**src/design/sss_pkg.sv**
```systemverilog
// constants, types and register map of the safe stop supervisor
// ----------------------------------------------------------------------------
// ----------------------------------------------------------------------------
package sss_pkg;

  // ----------------------------------------------------------------------------
  // timing
  // ----------------------------------------------------------------------------
  localparam int CLK_HZ          = 200_000_000;
  localparam int TICK_US         = 1;                             // timer unit
  localparam int TICK_CYC        = CLK_HZ / 1_000_000 * TICK_US;  // 200 cycles
  localparam int REFRESH_RESP_US = 8000;                          // 8.0 ms
  localparam int WATCH_MULT      = 2;

  // ----------------------------------------------------------------------------
  // widths
  // ----------------------------------------------------------------------------
  localparam int SPD_W = 16;
  localparam int POS_W = 32;

  // ----------------------------------------------------------------------------
  // register offsets (byte addresses)
  // ----------------------------------------------------------------------------
  localparam logic [7:0] REG_CTRL     = 8'h00;
  localparam logic [7:0] REG_STATUS   = 8'h04;
  localparam logic [7:0] REG_IRQ_STAT = 8'h08;
  localparam logic [7:0] REG_IRQ_MASK = 8'h0c;
  localparam logic [7:0] REG_CFG_BASE = 8'h10;
  localparam logic [7:0] REG_RESP_TIM = 8'h34;

  // config word indices, offset = REG_CFG_BASE + 4 * index
  localparam int CFG_SS1_TIME  = 0;  // ss1_monitor_time, us
  localparam int CFG_STOP_SPD  = 1;  // stop_speed_limit
  localparam int CFG_DET_DLY   = 2;  // speed_detect_delay, us
  localparam int CFG_FB_TIME   = 3;  // fb_fixed_detect_time, us
  localparam int CFG_DEC_TC    = 4;  // decel_monitor_time_constant, us
  localparam int CFG_DEC_OFS   = 5;  // decel_monitor_speed_offset
  localparam int CFG_DEC_DLY   = 6;  // decel_monitor_delay, us
  localparam int CFG_TX_WATCH  = 7;  // tx_interval_watch_time, us
  localparam int CFG_PEER_CODE = 8;  // peer_check_code
  localparam int CFG_N         = 9;

  localparam logic [31:0] CFG_RST [CFG_N] = '{
    32'h0000_2710, 32'h0000_0032, 32'h0000_03e8, 32'h0000_2710, 32'h0000_2710,
    32'h0000_0064, 32'h0000_0000, 32'h0000_7530, 32'h0000_0000};

  // control fields
  localparam int CTRL_SAFETY_EN = 0;  // frozen feedback diagnosis enable
  localparam int CTRL_DECEL_MON = 1;  // 1: deceleration monitoring, 0: time only
  localparam int CTRL_NET_EN    = 2;  // network watch and code check
  localparam int CTRL_W         = 3;
  localparam logic [CTRL_W-1:0] CTRL_RST = 3'h1;

  // interrupt / alarm status bits
  localparam int IRQ_FB_ALM   = 0;
  localparam int IRQ_CODE_ALM = 1;
  localparam int IRQ_WD_ALM   = 2;
  localparam int IRQ_STO_IN   = 3;
  localparam int IRQ_SS1_IN   = 4;
  localparam int IRQ_CFG_ERR  = 5;
  localparam int IRQ_W        = 6;
  localparam logic [IRQ_W-1:0] IRQ_FAULTS = 6'h07;  // alarms that force torque off

  // status fields
  localparam int STAT_STATE_LSB = 0;
  localparam int STAT_MON_ACT   = 2;
  localparam int STAT_TRIP_SEEN = 3;
  localparam int STAT_OBS_LSB   = 16;

  typedef enum logic [1:0] {ST_RUN, ST_SS1, ST_STO} sss_state_e;

  typedef struct packed {
    logic signed [SPD_W-1:0] spd_cmd;
    logic signed [SPD_W-1:0] spd_fb;
    logic [POS_W-1:0]        pos;
  } sss_motion_s;

endpackage

```
**src/design/sss_top.sv**
```systemverilog
// safe stop supervisor: torque off and stop one sequencing, feedback and link checks
//
// The register offsets and register access over Avalon-MM were left to the implementer.
`timescale 1ns/1ps
module sss_top import sss_pkg::*; (
  // clock and reset
  input  wire logic        clk_sys_in,
  input  wire logic        sys_rst_in,
  // avalon-mm slave
  input  wire logic [7:0]  avs_address_in,
  input  wire logic        avs_read_in,
  input  wire logic        avs_write_in,
  input  wire logic [31:0] avs_writedata_in,
  input  wire logic [3:0]  avs_byteenable_in,
  output logic      [31:0] avs_readdata_out,
  output logic             avs_waitrequest_out,
  // safety commands and alarm classes
  input  wire logic        torque_off_request_n_in,
  input  wire logic        stop1_request_n_in,
  input  wire logic        sto_alarm_in,
  input  wire logic        ss1_alarm_in,
  // safety network
  input  wire logic        refresh_req_in,
  input  wire logic [31:0] master_code_in,
  output logic             refresh_ack_out,
  // drive speed and position path
  input  wire sss_motion_s motion_in,
  // drive control and interrupt
  output logic             energy_cut_out,
  output logic             dyn_brake_out,
  output logic             decel_req_out,
  output logic             irq_out
);

  // ----------------------------------------------------------------------------
  // declarations
  // ----------------------------------------------------------------------------
  sss_state_e        state_ff, nxt_state;
  logic              ack_ff;
  logic [31:0]       rd_data;
  logic              wr_en;
  logic [CTRL_W-1:0] ctrl_ff;
  logic [31:0]       cfg_ff [CFG_N];
  logic [IRQ_W-1:0]  irq_stat_ff, irq_mask_ff, irq_ev;
  logic [7:0]        tick_cnt_ff;
  logic              tick;
  logic [31:0]       ss1_tmr_ff, det_cnt_ff, fb_cnt_ff, wd_cnt_ff;
  logic              trip_seen_ff;
  logic [POS_W-1:0]  last_pos_ff;
  logic [SPD_W:0]    obs_ff, obs_start_ff, abs_cmd, abs_fb;
  logic [33:0]       oacc_ff;
  logic              refresh_ack_ff;
  logic              sto_cause, ss1_cause, ss1_exp, mon_active, mon_stop;
  logic              fb_en, fb_trip, wd_trip, code_mis, cfg_err;
  logic [3:0]        cfg_idx;
  logic              cfg_hit;

  function automatic logic [SPD_W:0] abs_spd(input logic signed [SPD_W-1:0] v);
    logic signed [SPD_W:0] w;
    w = {v[SPD_W-1], v};
    abs_spd = w[SPD_W] ? 17'(-w) : 17'(w);
  endfunction

  function automatic logic [31:0] be_merge(input logic [31:0] old_v, input logic [31:0] new_v,
                                           input logic [3:0] be);
    logic [31:0] r;
    r = old_v;
    for (int i = 0; i < 4; i++) begin
      if (be[i]) begin
        r[i*8 +: 8] = new_v[i*8 +: 8];
      end
    end
    be_merge = r;
  endfunction

  // ----------------------------------------------------------------------------
  // avalon-mm slave
  // ----------------------------------------------------------------------------
  // one wait state: answer on the second cycle of every request
  assign avs_waitrequest_out = (avs_read_in | avs_write_in) & ~ack_ff;
  assign wr_en = avs_write_in & ack_ff;
  assign cfg_idx = 4'((avs_address_in - REG_CFG_BASE) >> 2);
  assign cfg_hit = (avs_address_in >= REG_CFG_BASE) && (avs_address_in[1:0] == 2'h0)
                   && (cfg_idx < 4'(CFG_N));

  // ack drops the cycle after it rises, so a held request is never taken in two cycles running
  always_ff @(posedge clk_sys_in) begin
    if (sys_rst_in) begin
      ack_ff <= 1'b0;
    end else begin
      ack_ff <= (avs_read_in | avs_write_in) & ~ack_ff;
    end
  end

  // read mux; unmapped addresses read zero, except 0x50-0x70, 0x90-0xb0 and 0xd0-0xf0, which alias the config words
  always_comb begin
    rd_data = 32'h0;
    if (cfg_hit) begin
      rd_data = cfg_ff[cfg_idx];
    end else begin
      unique case (avs_address_in)
        REG_CTRL:     rd_data = 32'(ctrl_ff);
        REG_STATUS:   rd_data = {obs_ff[15:0], 12'h0, trip_seen_ff, mon_active, state_ff};
        REG_IRQ_STAT: rd_data = 32'(irq_stat_ff);
        REG_IRQ_MASK: rd_data = 32'(irq_mask_ff);
        REG_RESP_TIM: rd_data = 32'(REFRESH_RESP_US);
        default:      rd_data = 32'h0;
      endcase
    end
  end

  // read data captured as the answer is prepared, held until the next one
  always_ff @(posedge clk_sys_in) begin
    if (sys_rst_in) begin
      avs_readdata_out <= 32'h0;
    end else if (avs_read_in & ~ack_ff) begin
      avs_readdata_out <= rd_data;
    end
  end

  // writable control and configuration; writes to unmapped offsets dropped, except config aliases at 0x50-0x70, 0x90-0xb0 and 0xd0-0xf0
  always_ff @(posedge clk_sys_in) begin
    if (sys_rst_in) begin
      ctrl_ff     <= CTRL_RST;
      irq_mask_ff <= '0;
      for (int i = 0; i < CFG_N; i++) begin
        cfg_ff[i] <= CFG_RST[i];
      end
    end else if (wr_en) begin
      if (cfg_hit) begin
        cfg_ff[cfg_idx] <= be_merge(cfg_ff[cfg_idx], avs_writedata_in, avs_byteenable_in);
      end else if (avs_address_in == REG_CTRL && avs_byteenable_in[0]) begin
        ctrl_ff <= avs_writedata_in[CTRL_W-1:0];
      end else if (avs_address_in == REG_IRQ_MASK && avs_byteenable_in[0]) begin
        irq_mask_ff <= avs_writedata_in[IRQ_W-1:0];
      end
    end
  end

  // ----------------------------------------------------------------------------
  // interrupt status
  // ----------------------------------------------------------------------------
  assign irq_ev = {cfg_err, (state_ff == ST_RUN) && (nxt_state == ST_SS1),
                   (state_ff != ST_STO) && (nxt_state == ST_STO), wd_trip, code_mis, fb_trip};

  // write-one-to-clear; a new event in the same cycle wins over the clear
  always_ff @(posedge clk_sys_in) begin
    if (sys_rst_in) begin
      irq_stat_ff <= '0;
    end else if (wr_en && avs_address_in == REG_IRQ_STAT && avs_byteenable_in[0]) begin
      irq_stat_ff <= (irq_stat_ff & ~avs_writedata_in[IRQ_W-1:0]) | irq_ev;
    end else begin
      irq_stat_ff <= irq_stat_ff | irq_ev;
    end
  end

  // level output; stays high until software clears or masks every pending bit
  assign irq_out = |(irq_stat_ff & irq_mask_ff);

  // ----------------------------------------------------------------------------
  // microsecond tick
  // ----------------------------------------------------------------------------
  // free-running divider: a timer counted in whole ticks may end up to one tick early
  assign tick = (tick_cnt_ff == 8'(TICK_CYC - 1));

  always_ff @(posedge clk_sys_in) begin
    if (sys_rst_in || tick) begin
      tick_cnt_ff <= 8'h0;
    end else begin
      tick_cnt_ff <= tick_cnt_ff + 8'h1;
    end
  end

  // ----------------------------------------------------------------------------
  // stop sequencer
  // ----------------------------------------------------------------------------
  // latched faults keep torque off until software clears them
  assign sto_cause = ~torque_off_request_n_in | sto_alarm_in | (|(irq_stat_ff & IRQ_FAULTS));
  assign ss1_cause = ~stop1_request_n_in | ss1_alarm_in;
  assign ss1_exp   = ss1_tmr_ff >= cfg_ff[CFG_SS1_TIME];

  always_comb begin
    nxt_state = state_ff;
    unique case (state_ff)
      ST_RUN: begin
        if (sto_cause) begin
          nxt_state = ST_STO;
        end else if (ss1_cause) begin
          nxt_state = ST_SS1;
        end
      end
      ST_SS1: begin
        if (sto_cause || ss1_exp || mon_stop) begin
          nxt_state = ST_STO;
        end else if (!ss1_cause) begin
          nxt_state = ST_RUN;
        end
      end
      ST_STO: begin
        if (!sto_cause && !ss1_cause) begin
          nxt_state = ST_RUN;
        end
      end
    endcase
  end

  // reset parks the drive in torque off; it leaves only once every cause has cleared
  always_ff @(posedge clk_sys_in) begin
    if (sys_rst_in) begin
      state_ff <= ST_STO;
    end else begin
      state_ff <= nxt_state;
    end
  end

  // energy cut and brake only in torque off; torque off never sets an alarm
  assign energy_cut_out = (state_ff == ST_STO);
  assign dyn_brake_out  = (state_ff == ST_STO);
  assign decel_req_out  = (state_ff == ST_SS1);

  // stop one elapsed time in ticks, saturating
  always_ff @(posedge clk_sys_in) begin
    if (sys_rst_in || state_ff != ST_SS1) begin
      ss1_tmr_ff <= 32'h0;
    end else if (tick && ss1_tmr_ff != 32'hffff_ffff) begin
      ss1_tmr_ff <= ss1_tmr_ff + 32'h1;
    end
  end

  // ----------------------------------------------------------------------------
  // deceleration monitoring
  // ----------------------------------------------------------------------------
  assign abs_cmd    = abs_spd(motion_in.spd_cmd);
  assign abs_fb     = abs_spd(motion_in.spd_fb);
  assign mon_active = (state_ff == ST_SS1) && ctrl_ff[CTRL_DECEL_MON]
                      && (ss1_tmr_ff >= cfg_ff[CFG_DEC_DLY]);
  assign mon_stop   = trip_seen_ff && (det_cnt_ff >= cfg_ff[CFG_DET_DLY]);

  // once stop or overspeed is seen, the detect delay runs to torque off
  always_ff @(posedge clk_sys_in) begin
    if (sys_rst_in || state_ff != ST_SS1) begin
      trip_seen_ff <= 1'b0;
    end else if (mon_active && ((abs_cmd <= 17'(cfg_ff[CFG_STOP_SPD][15:0])
                 && abs_fb <= 17'(cfg_ff[CFG_STOP_SPD][15:0])) || abs_fb > obs_ff)) begin
      trip_seen_ff <= 1'b1;
    end
  end

  always_ff @(posedge clk_sys_in) begin
    if (sys_rst_in || !trip_seen_ff) begin
      det_cnt_ff <= 32'h0;
    end else if (tick && det_cnt_ff != 32'hffff_ffff) begin
      det_cnt_ff <= det_cnt_ff + 32'h1;
    end
  end

  // observation speed: linear fall from start to zero over the time constant;
  // decrements at most one unit a cycle and never on a tick, so start/constant must stay at or below 199 per us
  always_ff @(posedge clk_sys_in) begin
    if (sys_rst_in) begin
      obs_ff       <= '0;
      obs_start_ff <= '0;
      oacc_ff      <= '0;
    end else if (state_ff != ST_SS1) begin
      obs_ff       <= 17'(abs_fb + 17'(cfg_ff[CFG_DEC_OFS][15:0]));
      obs_start_ff <= 17'(abs_fb + 17'(cfg_ff[CFG_DEC_OFS][15:0]));
      oacc_ff      <= '0;
    end else if (cfg_ff[CFG_DEC_TC] == 32'h0) begin
      obs_ff <= '0;
    end else if (tick) begin
      oacc_ff <= oacc_ff + 34'(obs_start_ff);
    end else if (oacc_ff >= 34'(cfg_ff[CFG_DEC_TC]) && obs_ff != '0) begin
      oacc_ff <= oacc_ff - 34'(cfg_ff[CFG_DEC_TC]);
      obs_ff  <= obs_ff - 17'h1;
    end
  end

  // ----------------------------------------------------------------------------
  // frozen feedback diagnosis
  // ----------------------------------------------------------------------------
  assign fb_en   = ctrl_ff[CTRL_SAFETY_EN] && (state_ff != ST_STO);
  assign fb_trip = fb_en && (fb_cnt_ff >= cfg_ff[CFG_FB_TIME]);

  // last position tracked even while disabled, so re-enabling starts from a clean count
  always_ff @(posedge clk_sys_in) begin
    if (sys_rst_in) begin
      last_pos_ff <= '0;
      fb_cnt_ff   <= 32'h0;
    end else begin
      last_pos_ff <= motion_in.pos;
      if (!fb_en || motion_in.pos != last_pos_ff) begin
        fb_cnt_ff <= 32'h0;
      end else if (tick && !fb_trip) begin
        fb_cnt_ff <= fb_cnt_ff + 32'h1;
      end
    end
  end

  // ----------------------------------------------------------------------------
  // safety network: refresh answer, watch time, code check
  // ----------------------------------------------------------------------------
  // answered the next cycle, far inside the fixed refresh response time
  always_ff @(posedge clk_sys_in) begin
    if (sys_rst_in) begin
      refresh_ack_ff <= 1'b0;
    end else begin
      refresh_ack_ff <= refresh_req_in;
    end
  end

  assign refresh_ack_out = refresh_ack_ff;
  assign code_mis = ctrl_ff[CTRL_NET_EN] && refresh_req_in
                    && (master_code_in != cfg_ff[CFG_PEER_CODE]);
  assign wd_trip  = ctrl_ff[CTRL_NET_EN] && (wd_cnt_ff >= cfg_ff[CFG_TX_WATCH]);
  // flags a watch time below twice the refresh response time
  assign cfg_err  = ctrl_ff[CTRL_NET_EN]
                    && (cfg_ff[CFG_TX_WATCH] < 32'(WATCH_MULT * REFRESH_RESP_US));

  // watch counter restarts on every refresh and stops once tripped
  always_ff @(posedge clk_sys_in) begin
    if (sys_rst_in || refresh_req_in || !ctrl_ff[CTRL_NET_EN]) begin
      wd_cnt_ff <= 32'h0;
    end else if (tick && !wd_trip) begin
      wd_cnt_ff <= wd_cnt_ff + 32'h1;
    end
  end
endmodule

```
**config.mk**
```make
export PLATFORM = sky130hd
export DESIGN_NAME = sss_top
export DESIGN_NICKNAME = d
export VERILOG_FILES = /design/src/design/sss_pkg.sv /design/src/design/sss_top.sv
export SDC_FILE = /design/constraint.sdc
export NUM_CORES = 2
export LEC_CHECK = 0
export BUFFER_PORTS_ARGS = -buffer_cell sky130_fd_sc_hd__buf_4
export CORE_MARGIN = 8
export CORE_UTILIZATION = 65
export CTS_CLUSTER_SIZE = 12
export DETAILED_ROUTE_END_ITERATION = 7
export GPL_TIMING_DRIVEN = 0
export PLACE_DENSITY = 0.83
export SYNTH_ARGS = -nofsm -noshare
export SYNTH_HDL_FRONTEND = slang
export SYNTH_SLANG_ARGS = --single-unit
```
**constraint.sdc**
```tcl
create_clock -name clk_sys_in -period 11.04 [get_ports clk_sys_in]
set_input_delay 0.552 -clock clk_sys_in [delete_from_list [all_inputs] [get_ports clk_sys_in]]
set_output_delay 0.552 -clock clk_sys_in [all_outputs]
set_load 0.01 [all_outputs]
```
Word-level counts from Yosys, hierarchy flattened:

Memories as Yosys holds them, arrays and structs flattened.
Cells that the tools add are included.

* memories kept: 1
* flip-flop bits (word level): 288
* memory bits (writable): 288

Memory list
* cfg_ff: words 9, width 32, rd ports 10, clocked after Yosys merged registers in 0, write ports 9, line sss_top.sv:43 `logic [31:0] cfg_ff [CFG_N];`

* muxes and demuxes: 42
* eq/ne operators: 16
* $lt $le $gt $ge: 12
* add/subtract/negate cells: 12
* reductions and logical operators: 57
* bitwise operators: 18

Operators by type and width (count)
* $ge A32 B32 Y1: 5
* $pmux W32 S5: 1
* $add A32 B1 Y32 const B: 4
* $mux W8: 16
* $mux W17: 6
* $mux W34: 2
* $mux W32: 2
* $ne A32 B32 Y1: 2
* $ne A32 B32 Y1 const B: 2
* $add A34 B17 Y34: 1
* $ge A34 B32 Y1: 1
* $le A17 B16 Y1: 2
* $neg A16 Y17: 2
* $sub A34 B32 Y34: 1
* $logic_not A32 Y1: 1
* $lt A32 B14 Y1 const B: 1
* $reduce_or A32 Y1: 1
* $logic_and A1 B1 Y1: 25
* $add A17 B16 Y17: 1
* $gt A17 B17 Y1: 1
* $reduce_bool A17 Y1: 1
* $sub A17 B1 Y17 const B: 1
* $eq A8 B4 Y1 const B: 2
* $and A6 B6 Y6: 2
* other kinds (34): 74

Depth between registers and ports, before layout:

* depth in word-level cells: 11
* mapped depth: 15
* gate-level depth less buffers: 15

Worst setup path before layout:

Ideal clock, no wire load.

* kind: input -> register
* start point: input avs_address_in[4]
* end point: memory cfg_ff[3][0], enable pin
* data arrival time: 4.014 ns
* path buffers: 4
* cell stages on the path: 11
* setup slack: 6.636 ns
* required time: 10.651 ns
* path through: clkbuf_1 > buf_1 > inv_1 > ha_1 > nor4b_2 > and4_1 > and2_1 > clkbuf_1 > nand3_1 > clkbuf_1 > nand2_1

RTL lines
* start: declaration: line sss_top.sv:10 `input wire logic [7:0] avs_address_in,`
* end: declaration: line sss_top.sv:43

==> results.sh <==
export IMPL_status="complete, but fails checks"
export IMPL_violations="DRC, capacitance limit, slew limit"
export IMPL_start_util_pct=65.80
export IMPL_grt_busiest_layer="met2"
export IMPL_rsz0062_at_grt="no"
export IMPL_finClkSkew_ps=27.42
export IMPL_h_tree_depth=3
export IMPL_setup_slack_ps=5306
export IMPL_cts_repair_resized=0
export IMPL_post_synth_top_area_fraction_pct=35.41
export IMPL_dpl_worst_slack_ps=4567
export IMPL_die_x_um=274.5
export IMPL_grt_pass1_wl_um=213900
export IMPL_track_usage_pct=38.61
export IMPL_slew_headroom_pct=-5.866
export IMPL_arrival_ps=5990
export IMPL_crit_path_max_fanout=32
export IMPL_cts_root_buf="clkbuf_16"
export IMPL_worstPathRequired_ps=11300
export IMPL_yosys_area_top_type="edfxtp_1"
export IMPL_grtUsageMet1_pct=46.63
export IMPL_cts_hold_buf=0
export IMPL_clk_latency_ps=670
export IMPL_max_freq_mhz=174.4
export IMPL_synth_cell_type_count=83
export IMPL_fin_crit_ps=5734
export IMPL_first_pass_iters=8
export IMPL_slew_viol_final=17
export IMPL_power_density_mw_per_mm2=149.5
export IMPL_p_leak_nw=20.05
export IMPL_critPathLaunchType="primary input"
export IMPL_dp_hpwl_um=113100
export IMPL_postRouteWirelength_um=147900
export IMPL_synth_warnings=0
export IMPL_synth_area_leaders="edfxtp_1 (35%), dfxtp_1 (13%), mux4_2 (8.4%), ha_1 (8.4%), nor2_1 (4.3%)"
export IMPL_grtUsageMet3_pct=10.17
export IMPL_dieArea_mm2=0.07532
export IMPL_synth_area_mm2=0.04342
export IMPL_max_vdd_ir_drop_mv=0.2055
export IMPL_via_count=35570
export IMPL_async_reset_ff_share_pct=0
export IMPL_cts_sinks=800
export IMPL_regArea_mm2=0.02114
export IMPL_area_delta_synth_final_pct=14.91
export IMPL_die_y_um=274.5
export IMPL_rows=94
export IMPL_fin_util_pct=75.62
export IMPL_clk_pin_slew_ps=60
export IMPL_globalplace_congestion=1.013
export IMPL_synth_seq_cells=800
export IMPL_grt_pass1_vias=34130
export IMPL_synthCells=3964
export IMPL_routedWlPerCell_um=27.28
export IMPL_detail_route_antenna_nets=0
export IMPL_drive_above_1_share_pct=12.63
export IMPL_synth_edf_count=512
export IMPL_cts_tree="built"
export IMPL_drt_iter0_markers=4990
export IMPL_io_buffer_count=179
export IMPL_instances_no_fill=5421
export IMPL_cts_inserted_buffers=86
export IMPL_finalSetupViolations=0
export IMPL_multi_input_area_mm2=0.02142
export IMPL_report_final_hold_viol_count=0
export IMPL_via_per_inst=6.561
export IMPL_cap_viol_max_count=3
export IMPL_ys_dominant_reg_cell="edfxtp_1"
export IMPL_dp_cells=5245
export IMPL_finalSetupTns_ps=0
export IMPL_overflow=0
export IMPL_syn_avg_cell_area_um2=10.95
export IMPL_path_class="primary input to register"
export IMPL_finalCritPeriodShare_pct=51.94
export IMPL_use_met2_pct=60.55
export IMPL_clock_path_buffers=3
export IMPL_core_area_mm2=0.06598
export IMPL_hold_path_class="primary input to register"
export IMPL_nFillCells=4381
export IMPL_grt_max_degree=33
export IMPL_antenna_found_initial=11
export IMPL_drc=11
export IMPL_worstSetupEndpointType="register"
export IMPL_nets=4913
export IMPL_yosysSeqAreaShare_pct=48.69
export IMPL_worstMarginPinSlew_ps=1585
export IMPL_cts_setup_buffers=0
export IMPL_num_io_pins=187
-- registers in the layout, summed over array words and instances, names as in the netlist, 2 cells and up --
name	count
ctrl_ff	3
irq_stat_ff	6
wd_cnt_ff	32
irq_mask_ff	6
tick_cnt_ff	8
fb_cnt_ff	32
obs_ff	17
avs_readdata_out	32
obs_start_ff	17
state_ff	2
det_cnt_ff	32
last_pos_ff	32
ss1_tmr_ff	32
oacc_ff	34
cfg_ff	512
-- synth_stat cells (5+ instances only) --
cell type and instances:
and3_1 46, a31oi_1 16, buf_1 26, o211ai_1 20, o21ai_1 32, mux2i_1 50
and2_1 19, and4_1 23, nand3_1 79, nor2_1 493, a31o_2 13, xor2_1 63
a222oi_1 16, a211oi_1 46, a2111oi_0 11, clkbuf_1 111, o21ai_0 89, o21a_1 12
nor3_1 59, mux4_2 162, o22ai_1 5, or3_1 43, o2111ai_1 6, nor4_1 32
a221oi_1 10, a21bo_2 13, a21o_1 102, or4_1 12, o41ai_1 6, buf_2 20
nand3b_1 15, a211o_1 7, nor2b_1 59, inv_1 306, ha_1 291, or2_2 11
a21oi_1 230, nand2_1 225, o31ai_1 21, nand4_1 99, nand2b_1 23, edfxtp_1 512
a22oi_1 18, dfxtp_1 288, xnor2_1 151
-- layout make-up --
type,count,area share (%)
buffer,159,1.261
inverter,309,2.325
antenna,14,0.07022
tap,864,2.167
clock buffer,128,4.812
timing repair buffer,194,3.122
multi-input combinational,2920,42.94
clock inverter,33,0.9304
sequential,800,42.37
-- worst max-delay path, stage by stage --
cell and delay [ps]:
buf_4 150, clkbuf_1 450, buf_1 810, inv_1 220, ha_1 300, nor4b_2 920, and4_1 470, and2_1 160
clkbuf_1 160, nand2_1 310, clkbuf_1 360, nand2_1 1090
-- cells in the final DEF (no fill, tap or decap), types with 63 or more instances in the layout --
cell type	netlist	routed
nand3_1	79	79
mux4_2	162	162
xor2_1	63	63
ha_1	291	291
a21o_1	102	102
a21oi_1	230	230
clkbuf_16	0	86
nand2_1	225	219
conb_1	1	225
inv_1	306	306
dfxtp_1	288	288
o21ai_0	89	89
buf_4	2	181
nor2_1	493	493
clkbuf_1	111	143
xnor2_1	151	151
nand4_1	99	99
edfxtp_1	512	512
-- metal layers --
metal	wire, um	vias up	part of all wire (%)
met5	7	-	0.0047
met3	18990	608	13
met4	12660	2	8.6
li1	-	15440	-
met1	50440	16970	34
met2	65800	2546	44
-- per-stage QoR --
| step | power [W] | instance area (um2) | hold slack (ps) |
|---|---|---|---|
| after CTS | 0.007387 | 49800 | 102.9 |
| after floorplan | 0.004034 | 44260 | 423.4 |
| after global placement | 0.004437 | 46680 | 439.0 |
| after global routing | 0.007587 | 49860 | 119.1 |
| after detailed placement | 0.004487 | 46930 | 450.4 |
| final | 0.007457 | 49890 | 121.1 |
-- final timing paths --
check,start,to,slack [ps],cells past startpoint
max reg2reg,cfg_ff[4][0],oacc_ff[16],6710,11
max,avs_address_in[4],cfg_ff[2][12],5310,12
min,motion_in[31],last_pos_ff[31],120,2
min reg2reg,tick_cnt_ff[0],tick_cnt_ff[0],450,1
-- logic make-up after synthesis --
family | count (synthesis) | share of synthesized area [%]
compound gates | 723 | 10.96
xor+xnor | 214 | 4.317
fa+ha+maj | 294 | 8.524
buf+inv | 468 | 4.121
flops | 800 | 48.69
mux | 213 | 9.582
other cells | 1 | 0.008637
simple gates | 1251 | 13.80
-- power breakdown --
group / switching (W) / internal, W
Combinational: 0.000666 / 0.000361
Sequential: 0.0000991 / 0.00337
Clock: 0.00128 / 0.00169
Total: 0.00204 / 0.00541
(Power assumes the default switching activity.)
